### config.mk
export PLATFORM = sky130hd
export DESIGN_NAME = pgdc_top
export DESIGN_NICKNAME = d
export VERILOG_FILES = /design/src/shared/pgdc_pkg.sv /design/src/rtl/pgdc_top.sv
export SDC_FILE = /design/constraint.sdc
export NUM_CORES = 1
export LEC_CHECK = 0
export ABC_AREA = 1
export ABC_CLOCK_PERIOD_IN_PS = 5500
export BUFFER_PORTS_ARGS = -buffer_cell sky130_fd_sc_hd__clkbuf_2
export CORE_AREA = 2 2 115 117
export DETAILED_ROUTE_END_ITERATION = 12
export DIE_AREA = 0 0 117 119
export PLACE_DENSITY = 0.62
export SLEW_MARGIN = 15
export SYNTH_ARGS = -nofsm -noshare
export SYNTH_HDL_FRONTEND = slang
export SYNTH_SLANG_ARGS = --single-unit
### constraint.sdc
create_clock -name clk -period 5.5 [get_ports clk]
set_input_delay 1.1 -clock clk [delete_from_list [all_inputs] [get_ports clk]]
set_output_delay 1.1 -clock clk [all_outputs]
set_load 0.05 [all_outputs]
### src/shared/pgdc_pkg.sv
// Constants, register map and timing for the phase and gate drive config.
//----------------------------------------------------------------------
// Summary of operation
//----------------------------------------------------------------------
package pgdc_pkg;
   localparam int CLK_FREQ_HZ = 10_000_000;
   // Register offsets.
   localparam logic [7:0] ADDR_GATE_DRIVE = 8'h13;
   localparam logic [7:0] ADDR_PHASE_CTRL = 8'h14;
   // Reset values.
   localparam logic [7:0] RST_GATE_DRIVE = 8'h6c;
   localparam logic [7:0] RST_PHASE_CTRL = 8'h85;
   localparam logic [7:0] RD_UNMAPPED = 8'h00;
   // Gate drive field layout; bit 1 is reserved and reads zero.
   localparam int HS_MSB = 7;
   localparam int HS_LSB = 5;
   localparam int LS_MSB = 4;
   localparam int LS_LSB = 2;
   localparam int OV_EXT_BIT = 0;
   localparam logic [7:0] GATE_WR_MASK = 8'hfd;
   // Phase control field layout.
   localparam int TH_MSB = 7;
   localparam int TH_LSB = 5;
   localparam int FORCE_SINGLE_BIT = 4;
   localparam int ADD_MSB = 3;
   localparam int ADD_LSB = 2;
   localparam int DROP_MSB = 1;
   localparam int DROP_LSB = 0;
   localparam logic [2:0] TH_FORCE_DUAL = 3'h0;
   // Threshold in mA: code 1 is 3A, 1A per step, drop is 1A lower.
   localparam int TH_BASE_MA = 2000;
   localparam int TH_STEP_MA = 1000;
   localparam int HYST_MA = 1000;
   // Deglitch times in ns, typical values.
   localparam longint ADD_DEG0_NS = 1700;
   localparam longint ADD_DEG1_NS = 5500;
   localparam longint ADD_DEG2_NS = 20000;
   localparam longint ADD_DEG3_NS = 86000;
   localparam longint DROP_DEG0_NS = 93000;
   localparam longint DROP_DEG1_NS = 1500000;
   localparam longint DROP_DEG2_NS = 11000000;
   localparam longint DROP_DEG3_NS = 94000000;
   // Least times round up to whole cycles.
   function automatic int ns_to_cyc(input longint ns);
      return int'((ns * CLK_FREQ_HZ + 64'd999_999_999) / 64'd1_000_000_000);
   endfunction
   localparam int ADD_DEG0_CYC = ns_to_cyc(ADD_DEG0_NS);
   localparam int ADD_DEG1_CYC = ns_to_cyc(ADD_DEG1_NS);
   localparam int ADD_DEG2_CYC = ns_to_cyc(ADD_DEG2_NS);
   localparam int ADD_DEG3_CYC = ns_to_cyc(ADD_DEG3_NS);
   localparam int DROP_DEG0_CYC = ns_to_cyc(DROP_DEG0_NS);
   localparam int DROP_DEG1_CYC = ns_to_cyc(DROP_DEG1_NS);
   localparam int DROP_DEG2_CYC = ns_to_cyc(DROP_DEG2_NS);
   localparam int DROP_DEG3_CYC = ns_to_cyc(DROP_DEG3_NS);
   localparam int DEG_CNT_W = 20;
   typedef enum logic {PGDC_SINGLE, PGDC_DUAL} pgdc_phase_t;
endpackage

### src/rtl/pgdc_top.sv
// Register bank and phase manager for gate drive and phase transition.
`timescale 1ns/10ps
module pgdc_top
   import pgdc_pkg::*;
#(
   parameter int LOAD_W = 16,
   parameter int DROP_DEG1_CYCLES = DROP_DEG1_CYC,
   parameter int DROP_DEG2_CYCLES = DROP_DEG2_CYC,
   parameter int DROP_DEG3_CYCLES = DROP_DEG3_CYC
)(
   input wire logic clk,
   input wire logic sys_rst,
   input wire logic regReset,
   input wire logic [7:0] regAddr,
   input wire logic [7:0] regWrData,
   input wire logic regWrEn,
   input wire logic regRdEn,
   output logic [7:0] regRdData,
   output logic regRdValid,
   input wire logic chargeEnable,
   input wire logic battery_switch,
   input wire logic battery_overvoltage_enable,
   input wire logic overvoltageDetect,
   input wire logic quasiDualMode,
   input wire logic buckMode,
   input wire logic [LOAD_W-1:0] loadCurrentMa,
   output logic [2:0] high_side_strength_ph1,
   output logic [2:0] low_side_strength_ph1,
   output logic battery_overvoltage_protection,
   output logic overvoltageTrip,
   output logic dualPhase
);

   //-------------------------------------------------------------------
   // Elaboration checks
   //-------------------------------------------------------------------
   if (LOAD_W < 14 || LOAD_W > 31) begin : g_bad_load_w
      $error("pgdc_top: LOAD_W must hold 9000 mA and stay below 32");
   end
   if (DROP_DEG1_CYCLES < 1 || DROP_DEG1_CYCLES >= (1 << DEG_CNT_W) ||
       DROP_DEG2_CYCLES < 1 || DROP_DEG2_CYCLES >= (1 << DEG_CNT_W) ||
       DROP_DEG3_CYCLES < 1 || DROP_DEG3_CYCLES >= (1 << DEG_CNT_W)) begin : g_bad_drop
      $error("pgdc_top: drop deglitch counts out of counter range");
   end

   //-------------------------------------------------------------------
   // Helpers
   //-------------------------------------------------------------------
   function automatic logic [LOAD_W-1:0] add_level(input logic [2:0] code);
      return LOAD_W'(TH_BASE_MA + TH_STEP_MA * int'(code));
   endfunction

   function automatic logic [DEG_CNT_W-1:0] add_cycles(
      input logic [1:0] code);
      logic [DEG_CNT_W-1:0] c;
      c = DEG_CNT_W'(ADD_DEG0_CYC);
      case (code)
         2'h1: c = DEG_CNT_W'(ADD_DEG1_CYC);
         2'h2: c = DEG_CNT_W'(ADD_DEG2_CYC);
         2'h3: c = DEG_CNT_W'(ADD_DEG3_CYC);
         default: c = DEG_CNT_W'(ADD_DEG0_CYC);
      endcase
      return c;
   endfunction

   function automatic logic [DEG_CNT_W-1:0] drop_cycles(
      input logic [1:0] code);
      logic [DEG_CNT_W-1:0] c;
      c = DEG_CNT_W'(DROP_DEG0_CYC);
      case (code)
         2'h1: c = DEG_CNT_W'(DROP_DEG1_CYCLES);
         2'h2: c = DEG_CNT_W'(DROP_DEG2_CYCLES);
         2'h3: c = DEG_CNT_W'(DROP_DEG3_CYCLES);
         default: c = DEG_CNT_W'(DROP_DEG0_CYC);
      endcase
      return c;
   endfunction

   //-------------------------------------------------------------------
   // Register file
   //-------------------------------------------------------------------
   logic [7:0] gate_drive_phase1;
   logic [7:0] phase_transition_control;
   logic [7:0] next_gate_drive_phase1;
   logic [7:0] next_phase_transition_control;
   logic [7:0] next_regRdData;
   logic next_regRdValid;

   always_comb begin
      next_gate_drive_phase1 = gate_drive_phase1;
      next_phase_transition_control = phase_transition_control;
      next_regRdData = regRdData;
      next_regRdValid = 1'b0;
      if (regReset) begin
         next_gate_drive_phase1 = RST_GATE_DRIVE;
         next_phase_transition_control = RST_PHASE_CTRL;
      end else if (regWrEn) begin
         if (regAddr == ADDR_GATE_DRIVE) begin
            // The reserved bit is not writable so it always reads zero.
            next_gate_drive_phase1 = regWrData & GATE_WR_MASK;
         end else if (regAddr == ADDR_PHASE_CTRL) begin
            next_phase_transition_control = regWrData;
         end
      end
      if (regRdEn) begin
         next_regRdValid = 1'b1;
         if (regAddr == ADDR_GATE_DRIVE) begin
            next_regRdData = gate_drive_phase1;
         end else if (regAddr == ADDR_PHASE_CTRL) begin
            next_regRdData = phase_transition_control;
         end else begin
            next_regRdData = RD_UNMAPPED;
         end
      end
   end

   always_ff @(posedge clk) begin
      if (sys_rst) begin
         gate_drive_phase1 <= RST_GATE_DRIVE;
         phase_transition_control <= RST_PHASE_CTRL;
         regRdData <= RD_UNMAPPED;
         regRdValid <= 1'b0;
      end else begin
         gate_drive_phase1 <= next_gate_drive_phase1;
         phase_transition_control <= next_phase_transition_control;
         regRdData <= next_regRdData;
         regRdValid <= next_regRdValid;
      end
   end

   // The drive fields go straight from the register to the drivers.
   assign high_side_strength_ph1 = gate_drive_phase1[HS_MSB:HS_LSB];
   assign low_side_strength_ph1 = gate_drive_phase1[LS_MSB:LS_LSB];

   //-------------------------------------------------------------------
   // Battery overvoltage gating
   //-------------------------------------------------------------------
   logic next_ovpActive;
   logic next_overvoltageTrip;

   always_comb begin
      if (gate_drive_phase1[OV_EXT_BIT]) begin
         next_ovpActive = battery_overvoltage_enable;
      end else begin
         next_ovpActive = battery_overvoltage_enable && chargeEnable &&
            battery_switch;
      end
      // The trip uses the gate of the same cycle to avoid a stale window.
      next_overvoltageTrip = next_ovpActive && overvoltageDetect;
   end

   always_ff @(posedge clk) begin
      if (sys_rst) begin
         battery_overvoltage_protection <= 1'b0;
         overvoltageTrip <= 1'b0;
      end else begin
         battery_overvoltage_protection <= next_ovpActive;
         overvoltageTrip <= next_overvoltageTrip;
      end
   end

   //-------------------------------------------------------------------
   // Phase manager
   //-------------------------------------------------------------------
   pgdc_phase_t phase;
   pgdc_phase_t next_phase;
   logic [DEG_CNT_W-1:0] degCount;
   logic [DEG_CNT_W-1:0] next_degCount;
   logic [2:0] thCode;
   logic forceSingle;
   logic [LOAD_W-1:0] addLevel;
   logic [LOAD_W-1:0] dropLevel;
   logic addCond;
   logic dropCond;
   logic [DEG_CNT_W-1:0] degTarget;

   assign thCode = phase_transition_control[TH_MSB:TH_LSB];
   assign forceSingle = phase_transition_control[FORCE_SINGLE_BIT];
   assign addLevel = add_level(thCode);
   assign dropLevel = addLevel - LOAD_W'(HYST_MA);
   assign addCond = loadCurrentMa > addLevel;
   assign dropCond = loadCurrentMa < dropLevel;

   always_comb begin
      next_phase = phase;
      next_degCount = '0;
      degTarget = '0;
      if (!quasiDualMode || !buckMode) begin
         // Outside quasi dual buck the settings have no say.
         next_phase = PGDC_SINGLE;
      end else if (forceSingle) begin
         next_phase = PGDC_SINGLE;
      end else if (thCode == TH_FORCE_DUAL) begin
         next_phase = PGDC_DUAL;
      end else begin
         // Automatic mode steered by the threshold field.
         case (phase)
            PGDC_SINGLE: begin
               degTarget = add_cycles(
                  phase_transition_control[ADD_MSB:ADD_LSB]);
               if (addCond) begin
                  // Any lapse drops the count back to zero.
                  next_degCount = degCount + 1'b1;
                  if (next_degCount >= degTarget) begin
                     next_phase = PGDC_DUAL;
                     next_degCount = '0;
                  end
               end
            end
            PGDC_DUAL: begin
               degTarget = drop_cycles(
                  phase_transition_control[DROP_MSB:DROP_LSB]);
               if (dropCond) begin
                  next_degCount = degCount + 1'b1;
                  if (next_degCount >= degTarget) begin
                     next_phase = PGDC_SINGLE;
                     next_degCount = '0;
                  end
               end
            end
            default: next_phase = PGDC_SINGLE;
         endcase
      end
   end

   always_ff @(posedge clk) begin
      if (sys_rst) begin
         phase <= PGDC_SINGLE;
         degCount <= '0;
      end else begin
         phase <= next_phase;
         degCount <= next_degCount;
      end
   end

   assign dualPhase = (phase == PGDC_DUAL);

endmodule

### After elaboration in Yosys (flattened, before gate mapping)

Index checks and enable logic that the tools add are counted.

| word-level totals | value |
|---|---|
| flip-flop bits (word level) | 47 |
| input bits | 43 |
| output and inout port bits | 18 |
| logic and storage cells | 63 |

| cells by class | value |
|---|---|
| $add $sub $neg | 3 |
| multipliers | 1 |
| magnitude comparators | 4 |
| equal/unequal tests | 8 |
| muxes and demuxes | 25 |
| bitwise operators | 2 |
| reduce and logical (&&, ||, !) cells | 12 |

Operators by type and width:

| operator | number |
|---|---|
| 20-bit 2-to-1 mux | 12 |
| 20-bit case mux with 3 select lines | 1 |
| 20-bit >= comparator | 2 |
| 20-bit case mux with 2 select lines | 1 |
| 10-bit case mux with 3 select lines | 1 |
| 20-bit by 1-bit adder with 20-bit output, second input constant | 1 |
| 8-bit by 5-bit equality test with 1-bit output, second input constant | 2 |
| 16-bit by 14-bit > comparator with 1-bit output | 1 |
| 16-bit less-than comparator | 1 |
| 8-bit 2-to-1 mux | 2 |
| 14-bit by 10-bit subtractor with 15-bit output, second input constant | 1 |
| 11-bit by 13-bit adder with 14-bit output, first input constant | 1 |
| 7-bit by 3-bit multiplier with 10-bit output, first input constant | 1 |
| 2-bit equality test, second input constant | 4 |
| 1-bit 2-to-1 mux | 7 |
| 2-bit by 1-bit equality test with 1-bit output, second input constant | 2 |
| 4-bit OR reduction | 1 |
| 1-bit logical AND | 3 |
| 3-bit logical NOT | 1 |
| 3-bit AND reduction | 1 |
| 3-bit OR reduction | 1 |
| 1-bit logical NOT | 2 |
| 1-bit NOT | 2 |
| 1-bit case mux with 2 select lines | 1 |
| other kinds (3) | 3 |

### Longest topological paths before layout

| logic depth | value |
|---|---|
| depth in word-level cells | 11 |
| gate-level depth with buffers | 27 |
| gate-level depth less buffers | 26 |

### Worst setup path before layout

Ideal clock, no wire load.

| timing | value |
|---|---|
| path type | register to register |
| start point | register phase_transition_control[6] |
| end point | register degCount[13] |
| setup time | 0.069 ns |
| arrival time | 4.639 ns |
| required time | 5.431 ns |
| slack | 0.792 ns |
| stages on the path, launching flop included | 28 |
| buffers on the path | 1 |
| clock period less this slack | 4.708 ns |
| path through | dfxtp_1 > inv_1 > ha_1 > ha_1 > inv_1 > fa_1 > fa_1 > nand2_1 > nor2_1 > o21ai_0 > inv_1 > xor2_1 > nor2_1 > nor3_1 > nand2_1 > nand2_1 > nand2_1 > ha_1 > a21oi_1 > nor2_1 > nor2_1 > nand3_1 > nor2_1 > nand4_1 > nand2_2 > buf_4 > nand3_1 > a21oi_2 |

| between the ends | value |
|---|---|
| cells in the longest elaborated chain, start to end | 6 |
| elaborated cells on any way between the ends | 10 |
| classes of those cells | add/sub: 2; mul: 1; order compare: 2; mux: 3; reduce/logical: 2 |

Ends and longest elaborated chain:

| element | line | source |
|---|---|---|
| start, declared | pgdc_top.sv:83 | `logic [7:0] phase_transition_control;` |
| start signal, assigned | pgdc_top.sv:125 | `phase_transition_control <= next_phase_transition_control;` |
| 7-bit by 3-bit multiplier with 10-bit output | pgdc_top.sv:50 | `return LOAD_W'(TH_BASE_MA + TH_STEP_MA * int'(code));` |
| 11-bit by 13-bit adder with 14-bit output | pgdc_top.sv:50 |  |
| 14-bit by 10-bit subtractor with 15-bit output | pgdc_top.sv:180 | `assign dropLevel = addLevel - LOAD_W'(HYST_MA);` |
| 16-bit less-than comparator | pgdc_top.sv:182 | `assign dropCond = loadCurrentMa < dropLevel;` |
| 20-bit 2-to-1 mux | pgdc_top.sv:213 | `if (dropCond) begin` |
| 20-bit case mux with 2 select lines | pgdc_top.sv:197 | `case (phase)` |
| end signal, assigned | pgdc_top.sv:232 | `degCount <= next_degCount;` |
| end, declared | pgdc_top.sv:167 | `logic [DEG_CNT_W-1:0] degCount;` |

Parallel ways exist; a longest one is shown, timed or not.
A chain may end at the register's enable or synchronous reset.

### Worst setup path after layout

| timing | value |
|---|---|
| start point | register phase_transition_control[6] |
| end point | register degCount[10] |

Same word-level chain as after synthesis.

==> reports/results.txt <==
outcome = completed
CP max-delay cell = fa_1
top cell type's share of synthesized area = 0.218
Core Area = 0.0129 mm^2
vias in the first global route = 3701
total clock sinks = 47
Row Count = 42
CP Class = flop to flop
number of synthesized flops with an enable pin = 0
Final nets = 790
Synth cell types = 40
Port Buf Inserts = 60
antenna violations before repair = 0
setup TNS = 0 ns
cells after synthesis = 617
Max Cap Viol = 0
H-Tree Depth = 2
Initial Util = 0.335
first-pass GRT wire length = 17200 um
layout cell share with drive strength beyond 1 = 0.153
most frequent cell on the critical path = nor2_1
Worst-path clk slew = 0.06 ns
final hold violations = 0
commonest non-fill, non-tap cell in the layout = nand2_1
Worst IR Drop VDD = 0.141 mV
Setup violations, final = 0
Crit path largest cell delay = 0.68 ns
Slew Viols, Final = 0
Vias per Instance = 4.63
crit path cell chain = fa_1 -> inv_1 -> fa_1 -> fa_1 -> nand2_1 -> nor2_1 -> o21ai_0 -> inv_1 -> xor2_1 -> nor2_1 -> nor3_1 -> nand2_1 -> nand2_1 -> nand2_1 -> ha_1 -> a21oi_1 -> nor2_1 -> nor2_1 -> nand3_1 -> nor2_1 -> nand4_1 -> nand2_4 -> nand3_1 -> a21oi_1
Crit path buffers/inverters = 2
Inst Count DP = 841
DP Worst Slack = 0.422 ns
Area growth syn-to-layout = 14.2%
Worst EP required = 5.71 ns
Placer Congestion = 0.809
post-route ant nets = 0
Worst setup EP type = flop
post-route cell area = 0.00493 mm^2
DRC viols = 0
Startpoint Class = flop
Slew @ Worst Pin = 0.854 ns
Seq/Total Area, Yosys = 0.218
Synth Net Count = 735
post-route insts no fill = 848
Seq cells post-synth = 47
DIE WIDTH = 117 um
Slew headroom = 0.430
wire length per cell = 11.7 um
end-of-flow core utilization = 0.383
diode count = 0
async set or reset register ratio after synthesis = 0
TritonCTS buffer count = 5
Cell Pwr Density = 152 mW/mm^2
Synth area leader = dfxtp_1
Critical Path AT = 5.26 ns
CTS Buffer Depth = 2
CP Max Fanout = 16
postcts setup bufs = 0
Yosys warning count = 0
die area = 0.0139 mm^2
RSZ-0062 raised after global routing = no
clk_skew = 0.00870 ns
Detail Placement HPWL = 8300 um
number of hold buffers added after cts = 0
WL final = 9960 um
worst skew pair latency = 0.29 ns
HP Class = flop to flop
GRT Overall Usage = 0.152
min Tclk post-route = 5.06 ns
Mean Syn Cell Area = 7.00 um^2
I/O pins = 61
ys flop type = dfxtp_1
Die H = 119 um
top cells by area, synth = dfxtp_1, ha_1, nand2_1, inv_1, nor2_1
Vias = 3924
total power = 0.750 mW
DP Area = 0.00477 mm^2
largest net degree at the start of global routing = 22
period utilization = 0.919
Root Driver = clkbuf_16
Synth Cell Area = 0.00432 mm^2
drt pass-1 iters = 4
leakage = 2.46 nW
TritonCTS clock tree = done
FMAX = 0.198 GHz
CP top delay family = adder cells
number of DRC markers in iteration 0 = 133
setup slack after layout = 0.443 ns
Hold WS = 0.471 ns
most frequent cells in the layout = nand2_1, inv_1, ha_1, clkbuf_2, nor2_1
gr ovfl total = 0
## flip-flops by register name, summed over array words and instances (netlist names)
register and count:
gate_drive_phase1 7, overvoltageTrip 1, phase_transition_control 8, battery_overvoltage_protection 1
dualPhase 1, degCount 20, regRdData 8, regRdValid 1
## layer usage
metal | track usage | wire length [um] | vias to the layer above
met3 | 0.0239 | 391 | 8
met2 | 0.237 | 4500 | 69
met5 | 0 | 0 | -
li1 | - | - | 2121
met4 | 0.0331 | 95 | 0
met1 | 0.218 | 4970 | 1726
## power breakdown
part / internal [mW] / total [mW] / switching, mW
sequential: 0.343 / 0.345 / 0.00180
combinational: 0.0272 / 0.0721 / 0.0449
clock: 0.212 / 0.332 / 0.120
total: 0.583 / 0.750 / 0.167
## layout make-up
cell class              instances  area [um^2]
multi-input cells             463         2950
fillers                      1383         7940
clock inverters                 1         30.0
repair buffers                 62          315
clock buffers                   6          129
flip-flops and latches         47          941
inverters                      93          349
well taps                     176          220
## cell usage after synthesis (2+ instances only)
master and instances:
nand3_1 43, xnor2_1 5, dfxtp_1 47, fa_1 5, a211oi_1 3, nand2_1 126
a21boi_0 2, nand2_2 7, nor2_1 59, inv_2 3, a21oi_1 40, a21oi_2 10
xor2_1 15, nand4_1 9, clkbuf_1 6, ha_1 70, nand3_2 3, a31oi_1 3
nor2_2 7, clkinv_1 2, o211ai_1 9, buf_4 7, nor3_1 12, o21ai_0 17
o21bai_1 4, inv_1 88, o22ai_1 2
## path summary, 6_finish.rpt
| path | endpoint | slack [ns] | depth (start not counted) | from |
|---|---|---|---|---|
| worst max-delay path | degCount[10] | 0.44 | 24 | phase_transition_control[6] |
| worst min-delay path | regRdData[2] | 0.47 | 2 | regRdData[2] |
| worst max register to register | degCount[10] | 0.44 | 24 | phase_transition_control[6] |
| worst min register to register | regRdData[2] | 0.47 | 2 | regRdData[2] |
## worst reg2reg max path: stages, from the launching register on
cell and delay (ns):
dfxtp_1 0.45, fa_1 0.68, inv_1 0.14, fa_1 0.47, fa_1 0.53, nand2_1 0.06, nor2_1 0.11, o21ai_0 0.09
inv_1 0.08, xor2_1 0.30, nor2_1 0.07, nor3_1 0.24, nand2_1 0.08, nand2_1 0.06, nand2_1 0.05, ha_1 0.28
a21oi_1 0.13, nor2_1 0.05, nor2_1 0.08, nand3_1 0.07, nor2_1 0.29, nand4_1 0.21, nand2_4 0.21, nand3_1 0.11
a21oi_1 0.13
## cell families after synthesis
kind of cell / share of synthesized area
XOR/XNOR: 0.0443
buffers and inverters: 0.101
AND/OR/NAND/NOR: 0.277
AO/OA/AOI/OAI: 0.134
adder cells (fa/ha/maj): 0.226
flip-flops: 0.218
## what timing repair did
action,in CTS,in global routing
resized for setup,0,1
endpoints found under the hold margin,0,0
setup endpoints to repair,0,14
Power figures use the tool's default switching activity.
